**src/rdl_defines.svh**
```systemverilog
`ifndef RDL_DEFINES_SVH
`define RDL_DEFINES_SVH
// Functional notes
// - Frame opens with G or N
// - Space, six weight digits, space follow
// - Two unit characters then carriage return
// - Plain modes end with one line feed
// - Annunciator modes add eight bytes, CR, LF
// - Host resends frame every update period
// - Custom mode sends edited format bytes instead
// - Plain-mode remote shows only weight
// - Key commands only in keypad modes
// - Byte 2: net, gross, motion, zero, LED1, comma
// - Split annunciator lit only when both set
// - Byte 1 LED0/comma; bytes 4,6 comma/tare flag
// - Byte 3: outputs, print, tare, comma 3
// - Byte 5: peak/count, units, comma 5
// - Bytes 7,8: target bars in bits 6..1
// - Remote sends Z, T, P plus LF
// - S, U, F keys sent, host acts alike
// - Remote shows dashes while frames missing
// - Loss timeout between five and ten seconds
// - Non-keypad remote ignores keys, shows frames

// Characters
`define RDL_CH_G 8'h47
`define RDL_CH_N 8'h4E
`define RDL_CH_SP 8'h20
`define RDL_CH_CR 8'h0D
`define RDL_CH_LF 8'h0A
`define RDL_CH_0 8'h30
// Key letters, index order Z S T P U F
`define RDL_KEYS {8'h46, 8'h55, 8'h50, 8'h54, 8'h53, 8'h5A}
// Frame byte positions and lengths
`define RDL_IX_SP1 5'h01
`define RDL_IX_DIG 5'h02
`define RDL_IX_SP2 5'h08
`define RDL_IX_UNIT 5'h09
`define RDL_IX_CR1 5'h0B
`define RDL_IX_ANN 5'h0C
`define RDL_IX_CR2 5'h14
`define RDL_LEN_PLAIN 5'h0D
`define RDL_LEN_ANN 5'h16
// Used annunciator bits, byte 1 in bits 7:0
`define RDL_ANN_MASK 64'h7E7E_0197_41FF_FF81
// Register offsets
`define RDL_REG_CTRL 8'h00
`define RDL_REG_WEIGHT 8'h04
`define RDL_REG_UNIT 8'h08
`define RDL_REG_ANN_LO 8'h0C
`define RDL_REG_ANN_HI 8'h10
`define RDL_REG_PERIOD 8'h14
`define RDL_REG_KEYS 8'h18
`define RDL_REG_FMT 8'h20
// Control fields
`define RDL_CTRL_NET 4
`define RDL_CTRL_BUSY 16
// Timing
`define RDL_CLK_KHZ 125000
`define RDL_UPD_MS 10
`define RDL_UPD_CYC (`RDL_UPD_MS * `RDL_CLK_KHZ)
`define RDL_TMO_MS 8000
`define RDL_TMO_CYC (`RDL_TMO_MS * `RDL_CLK_KHZ)
`endif

```
**src/rdl_pkg.sv**
```systemverilog
package rdl_pkg;
  typedef enum logic [2:0] {
    RDL_OFF = 3'h0, RDL_PLAIN = 3'h1, RDL_ANN = 3'h2,
    RDL_KEY = 3'h3, RDL_KEY_ANN = 3'h4, RDL_CUSTOM = 3'h5
  } rdl_mode_t;
  typedef enum logic [1:0] {
    RDL_TX_IDLE = 2'h0, RDL_TX_LOAD = 2'h1, RDL_TX_SEND = 2'h3
  } rdl_tx_t;
  typedef enum logic [1:0] {
    RDL_RX_FIELD = 2'h0, RDL_RX_DROP = 2'h1
  } rdl_rx_t;
endpackage : rdl_pkg

```
**src/rdl_link_if.sv**
```systemverilog
`timescale 1ns/100ps
interface rdl_link_if;
  logic [7:0] h2r_data;
  logic h2r_valid;
  logic h2r_ready;
  logic [7:0] r2h_data;
  logic r2h_valid;
  logic r2h_ready;
  modport host_end (output h2r_data, h2r_valid, r2h_ready,
    input h2r_ready, r2h_data, r2h_valid);
  modport remote_end (input h2r_data, h2r_valid, r2h_ready,
    output h2r_ready, r2h_data, r2h_valid);
endinterface : rdl_link_if

```
**src/rdl_host.sv**
```systemverilog
// The placing of the registers and the Wishbone register port are this design's own decisions.
`timescale 1ns/100ps
`include "rdl_defines.svh"
module rdl_host (
  input wire logic clock,
  input wire logic rst,
  input wire logic wb_cyc_i,
  input wire logic wb_stb_i,
  input wire logic wb_we_i,
  input wire logic [7:0] wb_adr_i,
  input wire logic [3:0] wb_sel_i,
  input wire logic [31:0] wb_dat_i,
  output logic [31:0] wb_dat_o,
  output logic wb_ack_o,
  output logic [5:0] key_pulse,
  rdl_link_if.host_end link
);
  // ----------------------------------------
  // Register file
  // ----------------------------------------
  logic [11:0] ctrl_q;
  logic [23:0] weight_q;
  logic [15:0] unit_q;
  logic [63:0] ann_q;
  logic [31:0] period_q;
  logic [5:0] keys_q;
  logic [7:0] fmt_q [0:15];
  logic wr;
  logic busy;
  logic [5:0] key_set;

  function automatic logic [31:0] merge(input logic [31:0] o,
    input logic [31:0] n, input logic [3:0] s);
    logic [31:0] r;
    r = o;
    for (int i = 0; i < 4; i++) begin
      if (s[i]) begin
        r[8*i +: 8] = n[8*i +: 8];
      end
    end
    return r;
  endfunction : merge

  assign wr = wb_cyc_i & wb_stb_i & wb_we_i & wb_ack_o;

  // Bus answer one cycle after the request
  always_ff @(posedge clock or posedge rst) begin
    if (rst) begin
      wb_ack_o <= 1'b0;
    end else begin
      wb_ack_o <= wb_cyc_i & wb_stb_i & ~wb_ack_o;
    end
  end

  // Read data, unmapped reads zero
  always_ff @(posedge clock or posedge rst) begin
    if (rst) begin
      wb_dat_o <= 32'h0000_0000;
    end else begin
      case (wb_adr_i)
        `RDL_REG_CTRL: wb_dat_o <= {15'h0000, busy, 4'h0, ctrl_q};
        `RDL_REG_WEIGHT: wb_dat_o <= {8'h00, weight_q};
        `RDL_REG_UNIT: wb_dat_o <= {16'h0000, unit_q};
        `RDL_REG_ANN_LO: wb_dat_o <= ann_q[31:0];
        `RDL_REG_ANN_HI: wb_dat_o <= ann_q[63:32];
        `RDL_REG_PERIOD: wb_dat_o <= period_q;
        `RDL_REG_KEYS: wb_dat_o <= {26'h000_0000, keys_q};
        default: begin
          if (wb_adr_i[7:4] == `RDL_REG_FMT >> 4 && wb_adr_i[5]) begin
            wb_dat_o <= {fmt_q[{wb_adr_i[3:2], 2'h3}],
              fmt_q[{wb_adr_i[3:2], 2'h2}],
              fmt_q[{wb_adr_i[3:2], 2'h1}], fmt_q[{wb_adr_i[3:2], 2'h0}]};
          end else begin
            wb_dat_o <= 32'h0000_0000;
          end
        end
      endcase
    end
  end

  // Writable control registers
  always_ff @(posedge clock or posedge rst) begin
    if (rst) begin
      ctrl_q <= 12'h000;
      weight_q <= 24'h00_0000;
      unit_q <= 16'h0000;
      ann_q <= 64'h0000_0000_0000_0000;
      period_q <= 32'(`RDL_UPD_CYC);
    end else if (wr) begin
      case (wb_adr_i)
        `RDL_REG_CTRL: ctrl_q <= 12'(merge({20'h0, ctrl_q}, wb_dat_i,
          wb_sel_i));
        `RDL_REG_WEIGHT: weight_q <= 24'(merge({8'h0, weight_q},
          wb_dat_i, wb_sel_i));
        `RDL_REG_UNIT: unit_q <= 16'(merge({16'h0, unit_q}, wb_dat_i,
          wb_sel_i));
        `RDL_REG_ANN_LO: ann_q[31:0] <= merge(ann_q[31:0], wb_dat_i,
          wb_sel_i) & 32'(`RDL_ANN_MASK);
        `RDL_REG_ANN_HI: ann_q[63:32] <= merge(ann_q[63:32], wb_dat_i,
          wb_sel_i) & 32'(`RDL_ANN_MASK >> 32);
        `RDL_REG_PERIOD: period_q <= merge(period_q, wb_dat_i, wb_sel_i);
        default: ;
      endcase
    end
  end

  // Custom format bytes
  always_ff @(posedge clock or posedge rst) begin
    if (rst) begin
      for (int i = 0; i < 16; i++) begin
        fmt_q[i] <= 8'h00;
      end
    end else if (wr && wb_adr_i[7:4] >= 4'h2 && wb_adr_i[7:4] <= 4'h2) begin
      for (int i = 0; i < 4; i++) begin
        if (wb_sel_i[i]) begin
          fmt_q[{wb_adr_i[3:2], 2'(i)}] <= wb_dat_i[8*i +: 8];
        end
      end
    end
  end

  // Key flags, write one to clear, set wins
  always_ff @(posedge clock or posedge rst) begin
    if (rst) begin
      keys_q <= 6'h00;
      key_pulse <= 6'h00;
    end else begin
      key_pulse <= key_set;
      if (wr && wb_adr_i == `RDL_REG_KEYS && wb_sel_i[0]) begin
        keys_q <= (keys_q & ~wb_dat_i[5:0]) | key_set;
      end else begin
        keys_q <= keys_q | key_set;
      end
    end
  end

  // ----------------------------------------
  // Frame generator
  // ----------------------------------------
  rdl_pkg::rdl_tx_t st_q;
  rdl_pkg::rdl_mode_t fmode_q;
  rdl_pkg::rdl_mode_t mode;
  logic [31:0] tick_q;
  logic req_q;
  logic [4:0] idx_q;
  logic [4:0] len;
  logic [7:0] byte_d;
  logic [23:0] wsh;
  logic [63:0] ash;
  logic annun;

  assign mode = rdl_pkg::rdl_mode_t'(ctrl_q[2:0]);
  assign busy = st_q != rdl_pkg::RDL_TX_IDLE;
  assign annun = fmode_q == rdl_pkg::RDL_ANN ||
    fmode_q == rdl_pkg::RDL_KEY_ANN;

  // Update period timer and pending frame request
  always_ff @(posedge clock or posedge rst) begin
    if (rst) begin
      tick_q <= 32'h0000_0000;
      req_q <= 1'b0;
    end else begin
      if (tick_q >= period_q - 32'h1) begin
        tick_q <= 32'h0000_0000;
        req_q <= mode != rdl_pkg::RDL_OFF && mode <= rdl_pkg::RDL_CUSTOM;
      end else begin
        tick_q <= tick_q + 32'h1;
        if (st_q == rdl_pkg::RDL_TX_IDLE) begin
          req_q <= 1'b0;
        end
      end
    end
  end

  // Frame length per mode
  always_comb begin
    case (fmode_q)
      rdl_pkg::RDL_CUSTOM: len = {1'b0, ctrl_q[11:8]} + 5'h1;
      rdl_pkg::RDL_ANN, rdl_pkg::RDL_KEY_ANN: len = `RDL_LEN_ANN;
      default: len = `RDL_LEN_PLAIN;
    endcase
  end

  // Byte at the current frame position
  always_comb begin
    wsh = weight_q << {3'(idx_q - `RDL_IX_DIG), 2'h0};
    ash = ann_q >> {3'(idx_q - `RDL_IX_ANN), 3'h0};
    if (fmode_q == rdl_pkg::RDL_CUSTOM) begin
      byte_d = fmt_q[idx_q[3:0]];
    end else if (idx_q == 5'h00) begin
      byte_d = ctrl_q[`RDL_CTRL_NET] ? `RDL_CH_N : `RDL_CH_G;
    end else if (idx_q == `RDL_IX_SP1 || idx_q == `RDL_IX_SP2) begin
      byte_d = `RDL_CH_SP;
    end else if (idx_q < `RDL_IX_SP2) begin
      byte_d = `RDL_CH_0 | {4'h0, wsh[23:20]};
    end else if (idx_q < `RDL_IX_CR1) begin
      byte_d = idx_q == `RDL_IX_UNIT ? unit_q[15:8] : unit_q[7:0];
    end else if (idx_q == `RDL_IX_CR1) begin
      byte_d = `RDL_CH_CR;
    end else if (annun && idx_q < `RDL_IX_CR2) begin
      byte_d = ash[7:0];
    end else if (annun && idx_q == `RDL_IX_CR2) begin
      byte_d = `RDL_CH_CR;
    end else begin
      byte_d = `RDL_CH_LF;
    end
  end

  // Byte sequencer onto the link
  always_ff @(posedge clock or posedge rst) begin
    if (rst) begin
      st_q <= rdl_pkg::RDL_TX_IDLE;
      fmode_q <= rdl_pkg::RDL_OFF;
      idx_q <= 5'h00;
      link.h2r_valid <= 1'b0;
      link.h2r_data <= 8'h00;
    end else begin
      case (st_q)
        rdl_pkg::RDL_TX_IDLE: begin
          idx_q <= 5'h00;
          if (req_q) begin
            fmode_q <= mode;
            st_q <= rdl_pkg::RDL_TX_LOAD;
          end
        end
        rdl_pkg::RDL_TX_LOAD: begin
          link.h2r_data <= byte_d;
          link.h2r_valid <= 1'b1;
          st_q <= rdl_pkg::RDL_TX_SEND;
        end
        rdl_pkg::RDL_TX_SEND: begin
          if (link.h2r_ready) begin
            link.h2r_valid <= 1'b0;
            idx_q <= idx_q + 5'h1;
            st_q <= idx_q + 5'h1 == len ? rdl_pkg::RDL_TX_IDLE :
              rdl_pkg::RDL_TX_LOAD;
          end
        end
        default: st_q <= rdl_pkg::RDL_TX_IDLE;
      endcase
    end
  end

  // ----------------------------------------
  // Key command receiver
  // ----------------------------------------
  logic pend_q;
  logic [5:0] pend_k_q;
  logic [5:0] hit;
  logic keypad;
  localparam logic [47:0] KEYS = `RDL_KEYS;

  assign keypad = mode == rdl_pkg::RDL_KEY || mode == rdl_pkg::RDL_KEY_ANN;

  // Letter match against the key table
  always_comb begin
    for (int i = 0; i < 6; i++) begin
      hit[i] = link.r2h_data == KEYS[8*i +: 8];
    end
    key_set = 6'h00;
    if (link.r2h_valid && link.r2h_ready && keypad && pend_q &&
        link.r2h_data == `RDL_CH_LF) begin
      key_set = pend_k_q;
    end
  end

  // Letter then line feed makes one command
  always_ff @(posedge clock or posedge rst) begin
    if (rst) begin
      pend_q <= 1'b0;
      pend_k_q <= 6'h00;
      link.r2h_ready <= 1'b0;
    end else begin
      link.r2h_ready <= 1'b1;
      if (link.r2h_valid && link.r2h_ready) begin
        pend_q <= keypad && |hit;
        pend_k_q <= hit;
      end
    end
  end
endmodule : rdl_host

```
**src/flat_wrapper.sv**
```systemverilog
// flat-port wrapper written by rule: the top's interface ports become plain ports
module rdl_host_flat 
  (clock, rst, wb_cyc_i, wb_stb_i, wb_we_i, wb_adr_i, wb_sel_i, wb_dat_i, wb_dat_o, wb_ack_o, key_pulse, link_h2r_data, link_h2r_valid, link_r2h_ready, link_h2r_ready, link_r2h_data, link_r2h_valid);
  rdl_link_if link_i ();
  input wire logic clock;
  input wire logic rst;
  input wire logic wb_cyc_i;
  input wire logic wb_stb_i;
  input wire logic wb_we_i;
  input wire logic [7:0] wb_adr_i;
  input wire logic [3:0] wb_sel_i;
  input wire logic [31:0] wb_dat_i;
  output logic [31:0] wb_dat_o;
  output logic wb_ack_o;
  output logic [5:0] key_pulse;
  output wire logic [$bits(link_i.h2r_data)-1:0] link_h2r_data;
  output wire logic [$bits(link_i.h2r_valid)-1:0] link_h2r_valid;
  output wire logic [$bits(link_i.r2h_ready)-1:0] link_r2h_ready;
  input wire logic [$bits(link_i.h2r_ready)-1:0] link_h2r_ready;
  input wire logic [$bits(link_i.r2h_data)-1:0] link_r2h_data;
  input wire logic [$bits(link_i.r2h_valid)-1:0] link_r2h_valid;
  assign link_h2r_data = link_i.h2r_data;
  assign link_h2r_valid = link_i.h2r_valid;
  assign link_r2h_ready = link_i.r2h_ready;
  assign link_i.h2r_ready = link_h2r_ready;
  assign link_i.r2h_data = link_r2h_data;
  assign link_i.r2h_valid = link_r2h_valid;
  rdl_host u_core (.clock(clock), .rst(rst), .wb_cyc_i(wb_cyc_i), .wb_stb_i(wb_stb_i), .wb_we_i(wb_we_i), .wb_adr_i(wb_adr_i), .wb_sel_i(wb_sel_i), .wb_dat_i(wb_dat_i), .wb_dat_o(wb_dat_o), .wb_ack_o(wb_ack_o), .key_pulse(key_pulse), .link(link_i));
endmodule
```
**config.mk**
```make
export PLATFORM = sky130hd
export DESIGN_NAME = rdl_host_flat
export DESIGN_NICKNAME = d
export VERILOG_FILES = /design/src/rdl_pkg.sv /design/src/rdl_link_if.sv /design/src/rdl_host.sv /design/src/flat_wrapper.sv
export VERILOG_INCLUDE_DIRS = /design/src
export SDC_FILE = /design/constraint.sdc
export NUM_CORES = 1
export LEC_CHECK = 0
export BUFFER_PORTS_ARGS = -buffer_cell sky130_fd_sc_hd__buf_4
export CAP_MARGIN = 5
export CORE_ASPECT_RATIO = 2
export CORE_MARGIN = 2
export CORE_UTILIZATION = 25
export DETAILED_ROUTE_END_ITERATION = 10
export GPL_ROUTABILITY_DRIVEN = 0
export HOLD_SLACK_MARGIN = 0.06
export PLACE_DENSITY = 0.4
export SYNTH_ARGS = -nofsm -noshare
export SYNTH_HDL_FRONTEND = slang
export SYNTH_SLANG_ARGS = --single-unit
```
**constraint.sdc**
```tcl
create_clock -name clock -period 17.7 [get_ports clock]
set_input_delay 1.77 -clock clock [delete_from_list [all_inputs] [get_ports clock]]
set_output_delay 1.77 -clock clock [all_outputs]
set_load 0.01 [all_outputs]
```
==> out/qor.log, run 1 <==
qor: status.outcome completed
qor: critical_path.nature_of_the_critical_path_endpoint flip-flop
qor: yosys.net_count_after_synthesis 1623
qor: place.place_hpwl 56300 um
qor: yosys.synth_cells 1524
qor: drt.ant_nets 0
qor: power.combinational_group_share_of_total_power 0.163
qor: floorplan.floorplan.die_area 0.0764 mm2
qor: critical_path.worst-setup-path-type reg2reg
qor: floorplan.standard_cell_row_count 141
qor: cts.cts_buffer_depth 3
qor: yosys.post_synth_instance_area 0.0185 mm2
qor: power.seq_power_share 0.415
qor: grt.groute.layer.met1.usage 0.198
qor: yosys.sequential_share_of_the_synthesized_area 0.480
qor: sta.fin_tns_setup 0 ns
qor: final_layout.drive_above_1_share 0.336
qor: yosys.ys.warnings.count 0
qor: cts.ctsHtreeMaxLevel 2
qor: sta.period_minus_slack 4.66 ns
qor: power.p_clk_frac 0.422
qor: critical_path.timing.critical_path.slowest_cell_delay 0.89 ns
qor: floorplan.initial_utilization 0.252
qor: cts.tritoncts_num_sinks 355
qor: sta.setup_viol 0
qor: grt.via_count_of_the_first_global_routing_pass 14300
qor: grt.largest_net_degree_at_the_start_of_global_routing 97
qor: grt.grt_antenna_before_repair 0
qor: grt.gr-total-overflow 0
qor: critical_path.cp_cell_sequence nor4_1, nand2b_1, nor3_1, nand3_1, nor3_1, xnor2_1, ha_1, nand3_1, nor4_1, nand2_1, nor3_1, a21o_1, buf_4, mux2i_1
qor: critical_path.crit_fanout 33
qor: power.power.density 97.8 mW/mm2
qor: critical_path.worst_path_most_repeated_cell nor3_1
qor: grt.grt_pass1_wl 105000 um
qor: cts.cts-hold-fix-buffers 0
qor: cts.worstSkewPairLatency 0.57 ns
qor: floorplan.core_region_area 0.0736 mm2
qor: yosys.synth.distinct_cells 68
qor: critical_path.crit_buf_inv 1
qor: yosys.synth.avg_cell_area 12.2 um2
qor: yosys.synth.ff_latch_count 355
qor: drt.drc_errors 0
qor: sta.final_hold_viol_count 0
qor: floorplan.die_h 389 um
qor: power.ir_drop 0.0604 mV
qor: grt.globalRouteMet3Util 0.0211
qor: run.maxCapViolations 0
qor: sta.max_slew.worst_pin.slew 1.14 ns
qor: sta.fin_skew 0.0166 ns
qor: cts.clkTransAtPathRegs 0.07 ns
qor: yosys.postSynth.topFlopCell dfrtp_1
qor: drt.detailedRoute.firstPassIterationCount 5
qor: yosys.synthArstFlopShare 1.00
qor: final_layout.area_growth 17.2%
qor: critical_path.critical-path-top-delay-family simple AND/OR/NAND/NOR gates
qor: drt.post_detailed_route_wirelength_per_cell 28.6 um
qor: power.cellLeakagePower 0.00989 uW
qor: hold_path.min_path_type reg2reg
qor: grt.gr-usage-met2 0.357
qor: critical_path.r2r-start u_core.period_q[8]
qor: cts.cts.root.buffer_cell clkbuf_16
qor: final_layout.final_cells 2570
qor: floorplan.fp.dieW 196 um
qor: cts.postCtsSetupBuffers 0
qor: hold_path.hp-start u_core.wb_ack_o
qor: drt.vias 13400
qor: sta.fmax 215 MHz
qor: sta.slew_viol_final 0
qor: critical_path.critPathLaunch u_core.period_q[8]
qor: drt.routed_wire_length 73400 um
qor: place.dp_cells 2502
qor: grt.grt-busiest-layer met2
qor: critical_path.critPathArrivalTime 5.14 ns
qor: sta.final_critical_path_share_of_the_clock_period 0.263
qor: place.port_buffers 107
qor: drt.initialDrtViolationCount 821
qor: cts.tritoncts done
qor: yosys.synth_enable_flop_cells 0
qor: cts.post_cts_resize_count 0
qor: cts.cts-buffers-inserted 37
qor: power.power.total 2120 uW
qor: critical_path.cp-start-kind flip-flop
qor: critical_path.critPathSlowestCell nor4_1
qor: power.power.switching 641 uW
qor: final_layout.antenna_cells_inserted 0
qor: floorplan.top_level_ports 108
qor: critical_path.cp_data_required_time 18.18 ns
qor: sta.slew_headroom 0.237
qor: final_layout.finalNetCount 1711
qor: sta.rsz0062_at_grt false
qor: power.p_int 1480 uW
qor: power.switching_share 0.302
qor: drt.post_detailed_route_via_to_cell_ratio 5.20
qor: grt.global_route.usage.total 0.194
## final cells by class
cell class              count  area, um2
repair buffers            124        931
inverters                  21       86.3
multi-input cells        1073       9260
fillers                  7457      51900
flip-flops and latches    355       8900
clock inverters            16        246
clock buffers              52       1110
well taps                 929       1160
## cells in the final DEF (no fill, tap or decap), drive strengths merged, types with 44 or more instances in the layout
master	netlist	layout
mux2	262	262
clkbuf	46	52
o21ai	44	44
dfrtp	347	347
a22oi	65	65
nor2	92	92
mux4	71	71
nand3	60	60
nand2	127	127
buf	29	124
## per-stage QoR
step,cell area [um2],setup slack [ns],utilization,hold slack (ns)
CTS,21700,12.94,0.295,0.457
floorplan,18500,6.09,-,0.440
global route,21700,12.64,0.295,0.483
finish,21700,13.04,0.295,0.455
global placement,20300,12.93,0.277,0.436
detailed placement,20300,12.96,0.277,0.448
## flip-flops by register name (all words and copies together), names as in the netlist, 3 cells and up
signal                flops
u_core.key_pulse          6
u_core.unit_q            16
u_core.fmode_q            3
u_core.period_q          32
u_core.link.h2r_data      8
u_core.ctrl_q            12
u_core.tick_q            32
u_core.weight_q          24
u_core.wb_dat_o          32
u_core.fmt_q            128
u_core.idx_q              5
u_core.pend_k_q           6
u_core.keys_q             6
u_core.ann_q             38
## path summary, 6_finish.rpt
check | endpoint | slack (ns) | depth (start not counted)
max | u_core.req_q | 13.04 | 14
min | u_core.wb_ack_o | 0.45 | 1
max reg2reg | u_core.req_q | 13.04 | 14
min reg2reg | u_core.wb_ack_o | 0.45 | 1
max in group asynchronous | u_core.wb_dat_o[28] | 14.04 | 4
min in group asynchronous | u_core.wb_dat_o[3] | 1.33 | 2
## synth_stat cells, drive strengths merged (5+ instances only)
library cell,instances,area (um2)
a22o,10,87.6
nor4,16,106
nor3b,7,52.6
dfrtp,347,8680
o21ai,44,220
nand3,60,300
mux2,262,2950
nand4,13,81.3
or3,7,48.8
a222oi,5,50.1
xnor2,41,359
a22oi,65,488
clkbuf,46,173
and2,20,125
mux4,71,1600
o211ai,5,37.5
mux2i,19,190
and3,11,68.8
a31oi,10,62.6
nand2,127,487
buf,29,138
ha,40,500
inv,20,75.1
nor3,21,136
a21o,9,67.6
nor2b,10,62.6
nor2,92,345
dfstp,8,210
xor2,27,236
a21oi,26,130
## metal layers
layer | share of wire | vias to the layer above
met2 | 0.53 | 414
met1 | 0.34 | 6913
li1 | - | 5849
met5 | 0 | -
met3 | 0.033 | 187
met4 | 0.093 | 0
## cells by family after synthesis
| logic type | Yosys count | share of synthesized area |
|---|---|---|
| xor+xnor | 68 | 0.0321 |
| other cells | 1 | 0.000202 |
| flops | 355 | 0.480 |
| simple gates | 404 | 0.107 |
| compound gates | 208 | 0.0771 |
| fa+ha+maj | 40 | 0.0270 |
| buf+inv | 96 | 0.0210 |
| mux | 352 | 0.256 |
## power groups by stage
stage	combinational (uW)	clock [uW]	sequential (uW)
3_3_place_gp	348	0	895
4_1_cts	350	920	880
6_report	345	896	881
2_1_floorplan	232	0	866
5_1_grt	376	946	885
3_5_place_dp	348	0	895
Note: power is estimated with default switching activity, not from simulation.
==> run 2: changes to the inputs <==
--- a/config.mk
+++ b/config.mk
@@ -6,6 +6,7 @@
 export SDC_FILE = /design/constraint.sdc
 export NUM_CORES = 1
 export LEC_CHECK = 0
+export ABC_AREA = 1
 export BUFFER_PORTS_ARGS = -buffer_cell sky130_fd_sc_hd__buf_4
 export CAP_MARGIN = 5
 export CORE_ASPECT_RATIO = 2
@@ -14,7 +15,7 @@
 export DETAILED_ROUTE_END_ITERATION = 10
 export GPL_ROUTABILITY_DRIVEN = 0
 export HOLD_SLACK_MARGIN = 0.06
-export PLACE_DENSITY = 0.4
+export PLACE_DENSITY = 0.42
 export SYNTH_ARGS = -nofsm -noshare
 export SYNTH_HDL_FRONTEND = slang
 export SYNTH_SLANG_ARGS = --single-unit
==> constraint.sdc (replaced) <==
create_clock -name clock -period 3.95 [get_ports clock]
set_input_delay 0.395 -clock clock [delete_from_list [all_inputs] [get_ports clock]]
set_output_delay 0.395 -clock clock [all_outputs]
set_load 0.01 [all_outputs]
==> out/qor.log, run 2 <==
qor: yosys.synth-compound-area-share 0.174 [was 0.0771]
qor: final_layout.drive_above_1_share 0.125 [was 0.336]
qor: drt.post_detailed_route_wirelength_per_cell 23.4 um [was 28.6 um]
qor: yosys.synth_top_family_by_area simple AND/OR/NAND/NOR gates [was multiplexers]
qor: final_layout.seq_area 0.00889 mm2 [was 0.00890 mm2]
qor: drt.detailedRoute.firstPassIterationCount 5 [unchanged]
qor: yosys.postSynth.topFlopCell dfrtp_1 [unchanged]
qor: cts.cts-buffers-inserted 38 [was 37]
qor: power.power.switching 3620 uW [was 641 uW]
qor: final_layout.area_growth 17.6% [was 17.2%]
qor: yosys.synth.ff_latch_count 355 [unchanged]
qor: yosys.net_count_after_synthesis 2499 [was 1623]
qor: yosys.synthTopCellsByArea dfrtp_1 (46%), nand2_1 (13%), o21ai_0 (8.4%) [was dfrtp_1 (47%), mux2_2 (16%), mux4_2 (8.6%)]
qor: final_layout.biggestRegsByFlops u_core.fmt_q: 128 flops, u_core.ann_q: 38 flops [unchanged]
qor: cts.clkTransAtPathRegs 0.07 ns [about the same]
qor: sta.max_slew.worst_pin.slew 1.03 ns [was 1.14 ns]
qor: sta.fin_tns_setup 0 ns [unchanged]
qor: final_layout.max_flop_register u_core.fmt_q [unchanged]
qor: sta.fin_skew 0.0190 ns [was 0.0166 ns]
qor: sta.slew_viol_final 0 [unchanged]
qor: grt.grt_antenna_before_repair 0 [unchanged]
qor: power.p_clk_frac 0.380 [was 0.422]
qor: critical_path.critPathArrivalTime 4.02 ns [was 5.14 ns]
qor: power.p_int 6710 uW [was 1480 uW]
qor: yosys.ys.warnings.count 0 [unchanged]
qor: final_layout.antenna_cells_inserted 0 [unchanged]
qor: place.place_hpwl 63700 um [was 56300 um]
qor: critical_path.cp_data_required_time 4.42 ns [was 18.18 ns]
qor: sta.final_critical_path_share_of_the_clock_period 0.898 [was 0.263]
qor: cts.tritoncts done [unchanged]
qor: yosys.synth_adder_area_share 0.0264 [was 0.0270]
qor: status.outcome completed [unchanged]
qor: yosys.synthSimpleGateAreaFrac 0.235 [was 0.107]
qor: final_layout.layout.cells.most_common_list nand2_1 (641), dfrtp_1 (346), o21ai_0 (317) [was dfrtp_1 (345), mux2_2 (262), buf_4 (124)]
qor: critical_path.cp-start-kind flip-flop [unchanged]
qor: sta.period_minus_slack 3.55 ns [was 4.66 ns]
qor: power.power.density 464 mW/mm2 [was 97.8 mW/mm2]
qor: sta.setup_viol 0 [unchanged]
qor: grt.via_count_of_the_first_global_routing_pass 17100 [was 14300]
qor: floorplan.floorplan.die_area 0.0781 mm2 [was 0.0764 mm2]
qor: drt.ant_nets 0 [unchanged]
qor: yosys.synth.distinct_cells 51 [was 68]
qor: grt.grt_pass1_wl 120000 um [was 105000 um]
qor: final_layout.multiInputGateArea 0.00876 mm2 [was 0.00926 mm2]
qor: final_layout.final_cells 3532 [was 2570]
qor: hold_path.min_path_type in2async [was reg2reg]
qor: final_layout.finalNetCount 2594 [was 1711]
qor: cts.worstSkewPairLatency 0.56 ns [was 0.57 ns]
qor: yosys.share_of_the_synthesized_area_in_the_top_cell_type 0.459 [was 0.469]
qor: floorplan.top_level_ports 108 [unchanged]
qor: power.seq_power_share 0.369 [was 0.415]
qor: yosys.yosysMostFrequentCell nand2_1 [was dfrtp_1]
qor: yosys.synth.avg_cell_area 7.89 um2 [was 12.2 um2]
qor: floorplan.standard_cell_row_count 142 [was 141]
qor: yosys.post_synth_most_frequent_cells nand2_1 (641), dfrtp_1 (347), o21ai_0 (317) [was dfrtp_1 (347), mux2_2 (262), nand2_1 (123)]
qor: yosys.synth_enable_flop_cells 0 [unchanged]
qor: floorplan.die_h 393 um [was 389 um]
qor: floorplan.core_region_area 0.0750 mm2 [was 0.0736 mm2]
qor: drt.drc_errors 0 [unchanged]
qor: yosys.yosys-mux-area-fraction 0 [was 0.256]
qor: run.maxCapViolations 0 [unchanged]
qor: yosys.synth.largest_area_cell dfrtp_1 [unchanged]
qor: yosys.post_synth_xor_xnor_area 0.0264 [was 0.0321]
qor: drt.post_detailed_route_via_to_cell_ratio 4.91 [was 5.20]
qor: place.dp_cells 3460 [was 2502]
qor: cts.cts_buffer_depth 3 [unchanged]
qor: power.ir_drop 0.334 mV [was 0.0604 mV]
qor: cts.tritoncts_num_sinks 355 [unchanged]
qor: power.combinational_group_share_of_total_power 0.251 [was 0.163]
qor: grt.gr-total-overflow 0 [unchanged]
qor: drt.routed_wire_length 82500 um [was 73400 um]
qor: sta.fmax 282 MHz [was 215 MHz]
qor: drt.vias 17300 [was 13400]
qor: floorplan.initial_utilization 0.253 [was 0.252]
qor: critical_path.nature_of_the_critical_path_endpoint flip-flop [unchanged]
qor: grt.largest_net_degree_at_the_start_of_global_routing 93 [was 97]
qor: critical_path.crit_fanout 34 [was 33]
qor: power.switching_share 0.351 [was 0.302]
qor: yosys.synth_cells 2400 [was 1524]
qor: yosys.post_synth_instance_area 0.0189 mm2 [was 0.0185 mm2]
qor: critical_path.worst-setup-path-type reg2reg [unchanged]
qor: power.cellLeakagePower 0.0103 uW [was 0.00989 uW]
qor: grt.global_route.usage.total 0.212 [was 0.194]
qor: sta.final_hold_viol_count 0 [unchanged]
qor: place.port_buffers 107 [unchanged]
qor: yosys.sequential_share_of_the_synthesized_area 0.470 [was 0.480]
qor: sta.slew_headroom 0.315 [was 0.237]
qor: drt.initialDrtViolationCount 1532 [was 821]
qor: cts.ctsHtreeMaxLevel 2 [unchanged]
qor: cts.cts.root.buffer_cell clkbuf_16 [unchanged]
qor: final_layout.nFillCells 8178 [was 7457]
qor: sta.fin_hold_ws 0.0799 ns [was 0.455 ns]
qor: sta.rsz0062_at_grt false [unchanged]
qor: final_layout.largest_register_ffs 128 [unchanged]
qor: final_layout.mostFrequentLayoutCell nand2_1 [was dfrtp_1]
qor: floorplan.fp.dieW 199 um [was 196 um]
qor: yosys.synthArstFlopShare 1.00 [unchanged]
run 2: kinds of logic (layout without fill, tap and decap cells):
| kind of cell | count (synthesis) | after routing |
|---|---|---|
| adder cells (fa/ha/maj) | 40 | 40 |
| AND/OR/NAND/NOR | 1048 | 1048 |
| other | 1 | 1 |
| buffers and inverters | 320 | 444 |
| flip-flops | 355 | 355 |
| AO/OA/AOI/OAI | 579 | 579 |
| XOR/XNOR | 57 | 57 |
run 2: worst paths after layout:
kind / startpoint / end / slack [ns] / cells past startpoint
worst max-delay path: u_core.period_q[0] / u_core.req_q / 0.40 / 22
worst min-delay path: rst / u_core.link.h2r_data[4] / 0.08 / 2
worst max register to register: u_core.period_q[0] / u_core.req_q / 0.40 / 22
worst min register to register: u_core.wb_ack_o / u_core.wb_ack_o / 0.46 / 1
max in group asynchronous: rst / u_core.tick_q[20] / 2.80 / 4
min in group clock: wb_dat_i[8] / u_core.ann_q[40] / 0.10 / 3
run 2: cell type report:
class                           instances  area share
Clock buffer                           54      0.0500
Clock inverter                         15     0.00950
Inverter                              230      0.0389
Multi-Input combinational cell       1725       0.394
Sequential cell                       355       0.399
Tap cell                             1008      0.0566
Timing Repair Buffer                  145      0.0519
run 2: timing repair:
action | in CTS | in global routing
endpoints found under the hold margin | 1 | 0
setup endpoints to repair | 0 | 33
hold buffers | 2 | 0
buffers inserted | 0 | 1
gates resized for setup | 0 | 2
run 2: critical path, cell delays in order, from the launching register on:
cell and delay (ns):
dfrtp_1 0.41, inv_1 0.11, ha_1 0.19, nand2_1 0.07
nor2_2 0.14, inv_1 0.07, nor2_2 0.16, nand2_1 0.12
inv_1 0.12, nand4_1 0.19, nor2_2 0.17, nand3_1 0.10
xor2_1 0.16, ha_1 0.28, nand2_1 0.05, nor2_1 0.12
nand2_1 0.11, nor4_2 0.23, nand4_1 0.15, nand3_1 0.16
buf_12 0.22, nand2_1 0.06, o21ai_0 0.07
run 2: per-layer routing:
metal	up-vias	part of all wire	global-route usage
met2	626	0.51	0.379
met1	8398	0.36	0.232
met4	0	0.081	0.148
met5	-	0	0
met3	180	0.046	0.0233
li1	8135	-	-
run 2: power by group through the flow:
stage               clock [uW]  combinational [uW]  sequential (uW)
floorplan                    0                1540             3840
global placement             0                2590             3870
detailed placement           0                2560             3870
CTS                       4030                2570             3810
global route              4170                2800             3820
finish                    3930                2590             3810
run 2: through the flow:
step           setup slack [ns]  cell area [um2]  utilization  power (uW)
3_5_place_dp              0.166            20900        0.279        6440
5_1_grt                 0.00669            22300        0.297       10800
6_report                  0.404            22300        0.297       10300
3_3_place_gp              0.216            20900        0.279        6460
4_1_cts                   0.164            22200        0.297       10400
2_1_floorplan             -1.19            18900            -        5380
